===== config.mk =====
export PLATFORM = sky130hd
export DESIGN_NAME = sram_host
export DESIGN_NICKNAME = d
export VERILOG_FILES = /design/src/rtl/sram_host_pkg.sv /design/src/rtl/sram_host.sv /design/src/rtl/sync2.sv
export SDC_FILE = /design/constraint.sdc
export NUM_CORES = 1
export LEC_CHECK = 0
export BUFFER_PORTS_ARGS = -buffer_cell sky130_fd_sc_hd__buf_2
export CAP_MARGIN = 20
export CORE_MARGIN = 3
export CORE_UTILIZATION = 47
export DETAILED_ROUTE_END_ITERATION = 12
export HOLD_SLACK_MARGIN = 0.15
export PLACE_DENSITY_LB_ADDON = 0.05
export SYNTH_ARGS = -nofsm -noshare
export SYNTH_HDL_FRONTEND = slang
export SYNTH_SLANG_ARGS = --single-unit

===== constraint.sdc =====
create_clock -name ref_clk_i -period 3.3 [get_ports ref_clk_i]
set_clock_uncertainty 0.1 [all_clocks]
set_input_delay 0.165 -clock ref_clk_i [delete_from_list [all_inputs] [get_ports ref_clk_i]]
set_output_delay 0.165 -clock ref_clk_i [all_outputs]
set_load 0.05 [all_outputs]

===== src/rtl/sram_host_pkg.sv =====
package sram_host_pkg;

    localparam int ADDR_W      = 15;
    localparam int DATA_W      = 9;
    localparam int CLK_PERIOD_PS = 25000;

    // device timing figures in ns
    localparam int T_RC_NS     = 20;
    localparam int T_AA_NS     = 20;
    localparam int T_DOE_NS    = 9;
    localparam int T_HZOE_NS   = 9;
    localparam int T_WC_NS     = 20;
    localparam int T_PWE_NS    = 15;
    localparam int T_SD_NS     = 10;
    localparam int T_HZWE_NS   = 7;

    function automatic int cyc_min(input int ns);
        int c;
        c = (ns * 1000 + CLK_PERIOD_PS - 1) / CLK_PERIOD_PS;
        return (c < 1) ? 1 : c;
    endfunction : cyc_min

    // read settle: address and gate both must have met their access times
    localparam int RD_CYC_I    = cyc_min(T_AA_NS) + 1;
    // write pulse: strobe width, and turnaround plus set-up with gate low
    localparam int WR_CYC_I    = cyc_min((T_PWE_NS > T_HZWE_NS + T_SD_NS) ?
                                         T_PWE_NS : (T_HZWE_NS + T_SD_NS));
    localparam int GAP_CYC_I   = cyc_min(T_HZOE_NS);
    localparam int CNT_W       = 4;
    localparam logic [CNT_W-1:0] RD_CYC  = CNT_W'(RD_CYC_I);
    localparam logic [CNT_W-1:0] WR_CYC  = CNT_W'(WR_CYC_I);
    localparam logic [CNT_W-1:0] GAP_CYC = CNT_W'(GAP_CYC_I);
    localparam logic [CNT_W-1:0] CNT_ONE = 4'h1;
    localparam logic [CNT_W-1:0] CNT_ZERO = 4'h0;

    typedef enum logic [2:0] {
        ST_IDLE  = 3'b000,
        ST_RSET  = 3'b001,
        ST_READ  = 3'b010,
        ST_WSET  = 3'b011,
        ST_WRITE = 3'b100,
        ST_GAP   = 3'b101
    } state_t;

    typedef struct packed {
        logic              select_n;
        logic              select_p;
        logic              write_n;
        logic              gate_n;
        logic [ADDR_W-1:0] word_index;
    } pins_t;

    localparam pins_t PINS_IDLE = '{select_n: 1'b1, select_p: 1'b0,
                                    write_n: 1'b1, gate_n: 1'b1,
                                    word_index: '0};

endpackage : sram_host_pkg


===== src/rtl/sram_host.sv =====
`timescale 1ns/1ps
`default_nettype none
module sram_host
    import sram_host_pkg::*;
(
    // clock and reset
    input  wire logic              ref_clk_i,
    input  wire logic              rst_i,
    // user request
    input  wire logic              req_i,
    input  wire logic              req_write_i,
    input  wire logic [ADDR_W-1:0] req_index_i,
    input  wire logic [DATA_W-1:0] req_wdata_i,
    output logic                   req_ready_o,
    output logic                   rd_valid_o,
    output logic      [DATA_W-1:0] rd_data_o,
    // memory pins
    output logic                   select_n_o,
    output logic                   select_p_o,
    output logic                   write_n_o,
    output logic                   gate_n_o,
    output logic      [ADDR_W-1:0] word_index_lines_o,
    input  wire logic [DATA_W-1:0] data_lines_i,
    output logic      [DATA_W-1:0] data_lines_o,
    output logic      [DATA_W-1:0] data_lines_oe_n_o
);
    state_t            state_q, state_d;
    pins_t             pins_q, pins_d;
    logic [CNT_W-1:0]  cnt_q, cnt_d;
    logic [DATA_W-1:0] wdata_q, wdata_d;
    logic              drive_q, drive_d;
    logic              ready_q, ready_d;
    logic              rvalid_q, rvalid_d;
    logic [DATA_W-1:0] rdata_q, rdata_d;
    logic [DATA_W-1:0] data_sync;
    logic [CNT_W-1:0]  strobe_len_q, strobe_len_d;

    sync2 #(.W(DATA_W)) u_sync (
        .ref_clk_i (ref_clk_i),
        .rst_i     (rst_i),
        .d_i       (data_lines_i),
        .q_o       (data_sync)
    );

    always_comb begin
        state_d  = state_q;
        pins_d   = pins_q;
        cnt_d    = (cnt_q == CNT_ZERO) ? CNT_ZERO : cnt_q - CNT_ONE;
        wdata_d  = wdata_q;
        drive_d  = drive_q;
        ready_d  = 1'b0;
        rvalid_d = 1'b0;
        rdata_d  = rdata_q;
        case (state_q)
            ST_IDLE: begin
                ready_d = 1'b1;
                if (req_i && ready_q) begin
                    ready_d              = 1'b0;
                    pins_d.word_index    = req_index_i;
                    wdata_d              = req_wdata_i;
                    state_d              = req_write_i ? ST_WSET : ST_RSET;
                end
            end
            ST_RSET: begin
                // address settled one cycle ahead of select and gate
                pins_d.select_n = 1'b0;
                pins_d.select_p = 1'b1;
                pins_d.gate_n   = 1'b0;
                cnt_d           = RD_CYC;
                state_d         = ST_READ;
            end
            ST_READ: begin
                if (cnt_q == CNT_ZERO) begin
                    rdata_d  = data_sync;
                    rvalid_d = 1'b1;
                    pins_d   = PINS_IDLE;
                    pins_d.word_index = pins_q.word_index;
                    cnt_d    = GAP_CYC;
                    state_d  = ST_GAP;
                end
            end
            ST_WSET: begin
                // gate stays high, so the memory never drives
                pins_d.select_n = 1'b0;
                pins_d.select_p = 1'b1;
                drive_d         = 1'b1;
                state_d         = ST_WRITE;
            end
            ST_WRITE: begin
                if (!pins_q.write_n) begin
                    if (cnt_q == CNT_ZERO) begin
                        // strobe alone ends the write, select kept
                        pins_d.write_n = 1'b1;
                        state_d        = ST_GAP;
                        cnt_d          = CNT_ONE;
                    end
                end else begin
                    pins_d.write_n = 1'b0;
                    cnt_d          = WR_CYC - CNT_ONE;
                end
            end
            ST_GAP: begin
                if (pins_q.write_n && !pins_q.select_n) begin
                    pins_d   = PINS_IDLE;
                    pins_d.word_index = pins_q.word_index;
                    drive_d  = 1'b0;  // data held one cycle past strobe rise
                end
                if (cnt_q == CNT_ZERO && pins_q.select_n) begin
                    state_d = ST_IDLE;  // deselected between cycles
                end
            end
            default: begin
                state_d = ST_IDLE;
                pins_d  = PINS_IDLE;
                drive_d = 1'b0;
            end
        endcase
    end

    always_ff @(posedge ref_clk_i or posedge rst_i) begin
        if (rst_i) begin
            state_q  <= ST_IDLE;
            pins_q   <= PINS_IDLE;
            cnt_q    <= CNT_ZERO;
            wdata_q  <= '0;
            drive_q  <= 1'b0;
            ready_q  <= 1'b0;
            rvalid_q <= 1'b0;
            rdata_q  <= '0;
        end else begin
            state_q  <= state_d;
            pins_q   <= pins_d;
            cnt_q    <= cnt_d;
            wdata_q  <= wdata_d;
            drive_q  <= drive_d;
            ready_q  <= ready_d;
            rvalid_q <= rvalid_d;
            rdata_q  <= rdata_d;
        end
    end

    // low time of the strobe in whole cycles, read only by the width check
    always_comb begin
        strobe_len_d = write_n_o ? CNT_ZERO : strobe_len_q + CNT_ONE;
    end

    always_ff @(posedge ref_clk_i or posedge rst_i) begin
        if (rst_i) begin
            strobe_len_q <= CNT_ZERO;
        end else begin
            strobe_len_q <= strobe_len_d;
        end
    end

    assign select_n_o         = pins_q.select_n;
    assign select_p_o         = pins_q.select_p;
    assign write_n_o          = pins_q.write_n;
    assign gate_n_o           = pins_q.gate_n;
    assign word_index_lines_o = pins_q.word_index;
    assign data_lines_o       = wdata_q;
    assign data_lines_oe_n_o  = {DATA_W{~drive_q}};
    assign req_ready_o        = ready_q;
    assign rd_valid_o         = rvalid_q;
    assign rd_data_o          = rdata_q;
endmodule : sram_host
`default_nettype wire


===== src/rtl/sync2.sv =====
`timescale 1ns/1ps
`default_nettype none
module sync2
    import sram_host_pkg::*;
#(
    parameter int W = DATA_W
) (
    input  wire logic         ref_clk_i,
    input  wire logic         rst_i,
    input  wire logic [W-1:0] d_i,
    output logic      [W-1:0] q_o
);
    logic [W-1:0] meta_q;
    logic [W-1:0] sync_q;

    always_ff @(posedge ref_clk_i or posedge rst_i) begin
        if (rst_i) begin
            meta_q <= '0;
            sync_q <= '0;
        end else begin
            meta_q <= d_i;
            sync_q <= meta_q;
        end
    end

    assign q_o = sync_q;
endmodule : sync2
`default_nettype wire


==> run metrics, run 1 <==
diode count=0; mapped cell area=0.00250 mm²; pwr dens=1090 mW/mm²; vias per cell=4.98; full die area=0.00624 mm²; critical path data arrival time=2.26 ns; largest net degree at the start of global routing=37; Worst Setup Start Kind=flop; Syn Nets=216; Detail Route Antenna Nets=0; post-synthesis sequential area ratio=0.652; Final min period=2.09 ns; layout cell share with drive strength beyond 1=0.438; H-tree levels=3; Worst R2R End=word_index_lines_o[2]; RSZ-0062 raised after global routing=false; clk buf depth=2; WL met1=2290 µm; Final Total Pwr=3.79 mW; leading area contributor after synthesis=dfrtp_1; Max Cap Violations=0; ys async rst share=1.00; most frequent cells in the layout=buf_2, dfrtp_1, dlygate4sd3_1, mux2_2, a22o_1; crit path launch=state_q[2]; commonest non-fill, non-tap cell in the layout=buf_2; Cell Chain, Critical Path=nor4_4 -> buf_4 -> a22o_1; routed via count=1823; Mapped Cells=179; type of the worst min-delay path=in2reg; DR DRC count=0; # fillers=367; DIE HEIGHT=79.0 µm; outcome=finished clean; final worst setup slack=1.21 ns; first-pass detailed-route iteration total=4; Layout Nets=331; I/O Pins=85; multi-input logic area=737 µm²; synth top area cells=dfrtp_1, mux2_2, a22o_1; Setup CP Type=reg2reg; r2r setup slk=1.21 ns; Crit Reg-Reg Startpoint=state_q[2]; final setup TNS=0 ns; number of synthesized flops with an enable pin=0; final WL=5430 µm; Slew Limit Fails=0; highest metal used=met4; Critical Path End=word_index_lines_o[2]; number of global-route vias before repair=1983; top cell type's share of synthesized area=0.620; Ys Warns=0; syn_area_per_cell=14.0 µm²; CP endpoint kind=flop; Placer Congestion=0.806; slowest CP cell=nor4_4; Initial Util=0.506; Yosys reg bits=65; Root Driver=clkbuf_8; Total GRT Usage=0.196; Post-synth top flop=dfrtp_1; Die Wd=79.0 µm; VDD IR max=0.000626 V; met3 wire length=291 µm; initial antenna violation count=0; Placed Area=0.00292 mm²; DP HPWL=3430 µm; worst slack, placed=1.22 ns; Sequential Area=0.00163 mm²; DRC marker count from the first detailed-route iteration=101; worst path required time=3.47 ns; CTS tree=yes; Finish-stage setup viols=0; PortBufs=84; Syn-to-layout area delta=38.3%; CTS sink count=65; met2 WL=2680 µm; Final Cycle Share=0.634; CP max FO=18; actual slew at the worst max-slew pin=0.873 ns; clk slew on worst S/H paths=0.07 ns; Min Hold Slack=0.213 ns; Yosys cell types=39; setup repair bufs after CTS=0; design area=0.00346 mm²; clk_lat worst skew=0.33 ns; Relative slew margins=0.413; Placeable Area=0.00494 mm²; FP Rows=25; gr ovfl total=0; fmax=478 MHz; drt wl/cell=14.8 µm; Worst path max stage delay=0.86 ns; CTS buffer count=9; R2R cell count=3; Leakage Power=1.68 nW; first-pass GRT wire length=9230 µm; Final Hold Fails=0
[final cells by class]
| cell class | count | share of cell area |
|---|---|---|
| repair buffers | 121 | 0.227 |
| clock inverters | 6 | 0.0192 |
| flip-flops and latches | 65 | 0.471 |
| clock buffers | 10 | 0.0369 |
| multi-input cells | 89 | 0.213 |
| well taps | 67 | 0.0242 |
| inverters | 8 | 0.00868 |
[power breakdown]
| group | internal, mW | switching, mW |
|---|---|---|
| registers | 1.06 | 0.222 |
| clock network | 0.350 | 0.306 |
| logic | 0.519 | 1.33 |
[worst min-delay path by stage]
stage,startpoint,end,slack [ns],cells after the start
4_1_cts,req_write_i,state_q[1],0.20,4
2_1_floorplan,data_lines_i[0],u_sync.meta_q[0],0.1,0
6_report,req_write_i,state_q[1],0.21,4
5_1_grt,req_write_i,state_q[1],0.24,4
3_3_place_gp,rst_i,rd_data_o[1],0.17,2
3_5_place_dp,data_lines_i[1],u_sync.meta_q[1],0.17,1
[synth_stat cells, drive strengths merged, types with 2 or more instances]
| cell type | n |
|---|---|
| a21oi | 6 |
| and2 | 2 |
| nand3 | 2 |
| o21ai | 11 |
| mux2 | 18 |
| nand2 | 4 |
| dfrtp | 62 |
| dfstp | 3 |
| nand3b | 2 |
| nor2 | 5 |
| o311ai | 2 |
| nor4 | 2 |
| inv | 8 |
| buf | 16 |
| o41ai | 2 |
| a22o | 15 |
[what timing repair did]
action                    in CTS  in global routing
gates resized for setup        0                  0
hold buffers                  35                  0
hold endpoints to repair      60                  0
[metrics by stage]
stage	std cells	utilization
floorplan	179	-
global placement	315	0.590
detailed placement	315	0.590
CTS	366	0.700
global route	366	0.700
finish	366	0.700
[state kept, by name, indices dropped and copies added, names as in the netlist]
signal / flops
u_sync.q_o: 9
word_index_lines_o: 15
rd_data_o: 9
rd_valid_o: 1
select_n_o: 1
data_lines_o: 9
gate_n_o: 1
write_n_o: 1
cnt_q: 4
u_sync.meta_q: 9
state_q: 3
drive_q: 1
select_p_o: 1
req_ready_o: 1
[kinds of logic after synthesis]
group	share of synthesized area
AOI/OAI and AO/OA	0.141
buffers and inverters	0.0540
DFF	0.652
muxes	0.0810
and+or+nand+nor	0.0725
[worst max-delay path, delay by kind of cell, from the launching register on]
kind,cells,cell delay [ns]
AO/OA/AOI/OAI,1,0.17
buffers and inverters,1,0.31
flip-flops,1,0.58
AND/OR/NAND/NOR,1,0.86
[metal layers]
metal	up-vias	GRT usage
met4	0	0.0893
met1	883	0.231
met3	12	0.0748
met5	-	0
li1	866	-
met2	62	0.318
(Power assumes the default switching activity.)
==> run 2, diff against run 1 <==
--- a/config.mk
+++ b/config.mk
@@ -8,7 +8,7 @@
 export BUFFER_PORTS_ARGS = -buffer_cell sky130_fd_sc_hd__buf_2
 export CAP_MARGIN = 20
 export CORE_MARGIN = 3
-export CORE_UTILIZATION = 47
+export CORE_UTILIZATION = 44
 export DETAILED_ROUTE_END_ITERATION = 12
 export HOLD_SLACK_MARGIN = 0.15
 export PLACE_DENSITY_LB_ADDON = 0.05
==> constraint.sdc (replaced) <==
create_clock -name ref_clk_i -period 1.9 [get_ports ref_clk_i]
set_clock_uncertainty 0.1 [all_clocks]
set_input_delay 0.095 -clock ref_clk_i [delete_from_list [all_inputs] [get_ports ref_clk_i]]
set_output_delay 0.095 -clock ref_clk_i [all_outputs]
set_load 0.05 [all_outputs]
==> run metrics, run 2 (synthesis results as in run 1) <==
outcome=finished clean; Final min period=1.72 ns (-0.371 ns); final worst setup slack=0.178 ns (-1.03 ns); Die Wd=81.4 µm (+3.1%); diode count=0 (unchanged); type of the worst min-delay path=reg2reg; DP HPWL=3420 µm (-0.17%); largest net degree at the start of global routing=66 (+78%); critical path data arrival time=1.83 ns (-0.43 ns); slowest CP cell=dfrtp_1; Layout Nets=335 (+1.2%); worst path required time=2.01 ns (-1.46 ns); Switch Pwr=3.18 mW (+71%); Relative slew margins=0.511 (+0.0979); layout cell share with drive strength beyond 1=0.439 (about the same); placed insts=321 (+1.9%); CTS sink count=65 (unchanged); routed via count=1826 (+0.16%); vias per cell=4.92 (-1.2%); CP endpoint kind=flop; PortBufs=84 (unchanged); final setup TNS=0 ns (unchanged); Clock Power Share=0.145 (-0.028); FP Rows=26 (+4.0%); CTS buffer count=9 (unchanged); DRC marker count from the first detailed-route iteration=70 (-31%); worst slack, placed=0.180 ns (-1.04 ns); # fillers=381 (+3.8%); Sw Share=0.495 (+0.00405); number of global-route vias before repair=1822 (-8.1%); number of flip-flops under the largest register name=15 (unchanged); WP buf/inv=0 (-1); initial antenna violation count=0 (unchanged); first-pass GRT wire length=8870 µm (-3.9%); most frequent cells in the layout=buf_2, dfrtp_1, dlygate4sd3_1, mux2_2, a22o_1; Final Cycle Share=0.906 (+0.272); Worst Setup Start Kind=flop; DIE HEIGHT=81.4 µm (+3.1%); Internal=3.24 mW (+68%); largest delay contributor family on the critical path=simple AND/OR/NAND/NOR gates; Finished Layout Cells=371 (+1.4%); Root Driver=clkbuf_8; Final Hold Fails=0 (unchanged); VDD IR max=0.00107 V (+71%); full die area=0.00663 mm² (+6.3%); Final Total Pwr=6.42 mW (+70%); gr ovfl total=0 (unchanged); Cell Chain, Critical Path=nor4_4 -> nand3_4 -> mux2_2; drt wl/cell=14.6 µm (-1.4%); Placeable Area=0.00530 mm² (+7.3%); fin util=0.656 (-0.0443); Finish-stage setup viols=0 (unchanged); sequential group share of total power=0.334 (-0.005); setup repair bufs after CTS=0 (unchanged); clk buf depth=2 (unchanged); Setup CP Type=reg2reg; final WL=5430 µm (about the same); pwr dens=1850 mW/mm² (+69%); CTS tree=yes; commonest non-fill, non-tap cell in the layout=buf_2; Placer Congestion=0.790 (-1.9%); CP max FO=10 (-8); I/O Pins=85 (unchanged); Leakage Power=1.70 nW (+0.94%); Comb power frac=0.521 (+0.033); Slew Limit Fails=0 (unchanged); Initial Util=0.472 (-0.0344); RSZ-0062 raised after global routing=false; Total GRT Usage=0.182 (-0.0144); Max Cap Violations=0 (unchanged); Detail Route Antenna Nets=0 (unchanged); actual slew at the worst max-slew pin=0.733 ns (-0.140 ns); H-tree levels=3 (unchanged); clk_lat worst skew=0.33 ns (about the same); DR DRC count=0 (unchanged); Syn-to-layout area delta=39.0%; fmax=581 MHz (+22%); clk slew on worst S/H paths=0.07 ns (about the same); first-pass detailed-route iteration total=4 (unchanged); Worst path max stage delay=0.47 ns (-0.39 ns)
[run 2: changes by cell type in the layout (fill, tap and decap cells not counted), sizes merged]
cell	previous run	this run
clkinv	1	3
bufinv	1	0
clkinvlp	3	1
inv	9	8
dlygate4sd3	35	36
buf	86	89
[run 2: final cells by class]
class	instances	area, µm²	area share
Sequential cell	65	1630	0.469
Tap cell	70	87.6	0.0252
Multi-Input combinational cell	89	737	0.212
Clock inverter	4	22.5	0.00647
Clock buffer	10	128	0.0367
Inverter	8	30.0	0.00863
Timing Repair Buffer	125	843	0.242
[run 2: path summary, 6_finish.rpt]
check                           cells after the start             to              from  slack [ns]
max in group asynchronous                           4       gate_n_o             rst_i        1.11
worst min register to register                      0  u_sync.q_o[4]  u_sync.meta_q[4]        0.24
min in group asynchronous                           4   rd_data_o[7]             rst_i        0.28
worst max-delay path                                3   rd_data_o[2]          cnt_q[1]        0.18
worst max register to register                      3   rd_data_o[2]          cnt_q[1]        0.18
worst min-delay path                                0  u_sync.q_o[4]  u_sync.meta_q[4]        0.24
[run 2: routing by layer]
layer,routed length (µm),up-vias,GRT usage
li1,-,873,-
met1,2350,881,0.232
met2,2590,65,0.270
met3,408,7,0.0822
met4,76,0,0.0726
met5,0,-,0
[run 2: power by group through the flow]
| stage | sequential (mW) | combinational, mW | clock, mW |
|---|---|---|---|
| floorplan | 3.34 | 1.48 | 0 |
| global placement | 2.16 | 3.28 | 0 |
| detailed placement | 2.16 | 3.31 | 0 |
| CTS | 2.15 | 3.36 | 0.973 |
| global route | 2.21 | 3.56 | 1.04 |
| finish | 2.15 | 3.34 | 0.930 |
[run 2: through the flow]
step / hold slack [ns] / instance area [µm²]
CTS: 0.250 / 3480
floorplan: 0.0264 / 2500
finish: 0.241 / 3480
detailed placement: 0.0895 / 2970
global placement: 0.0928 / 2970
global route: 0.241 / 3480
[run 2: timing repair]
item	in CTS	in global routing
endpoints found under the setup margin	0	0
hold buffers	36	0
endpoints found under the hold margin	100	0
gates resized for setup	0	0
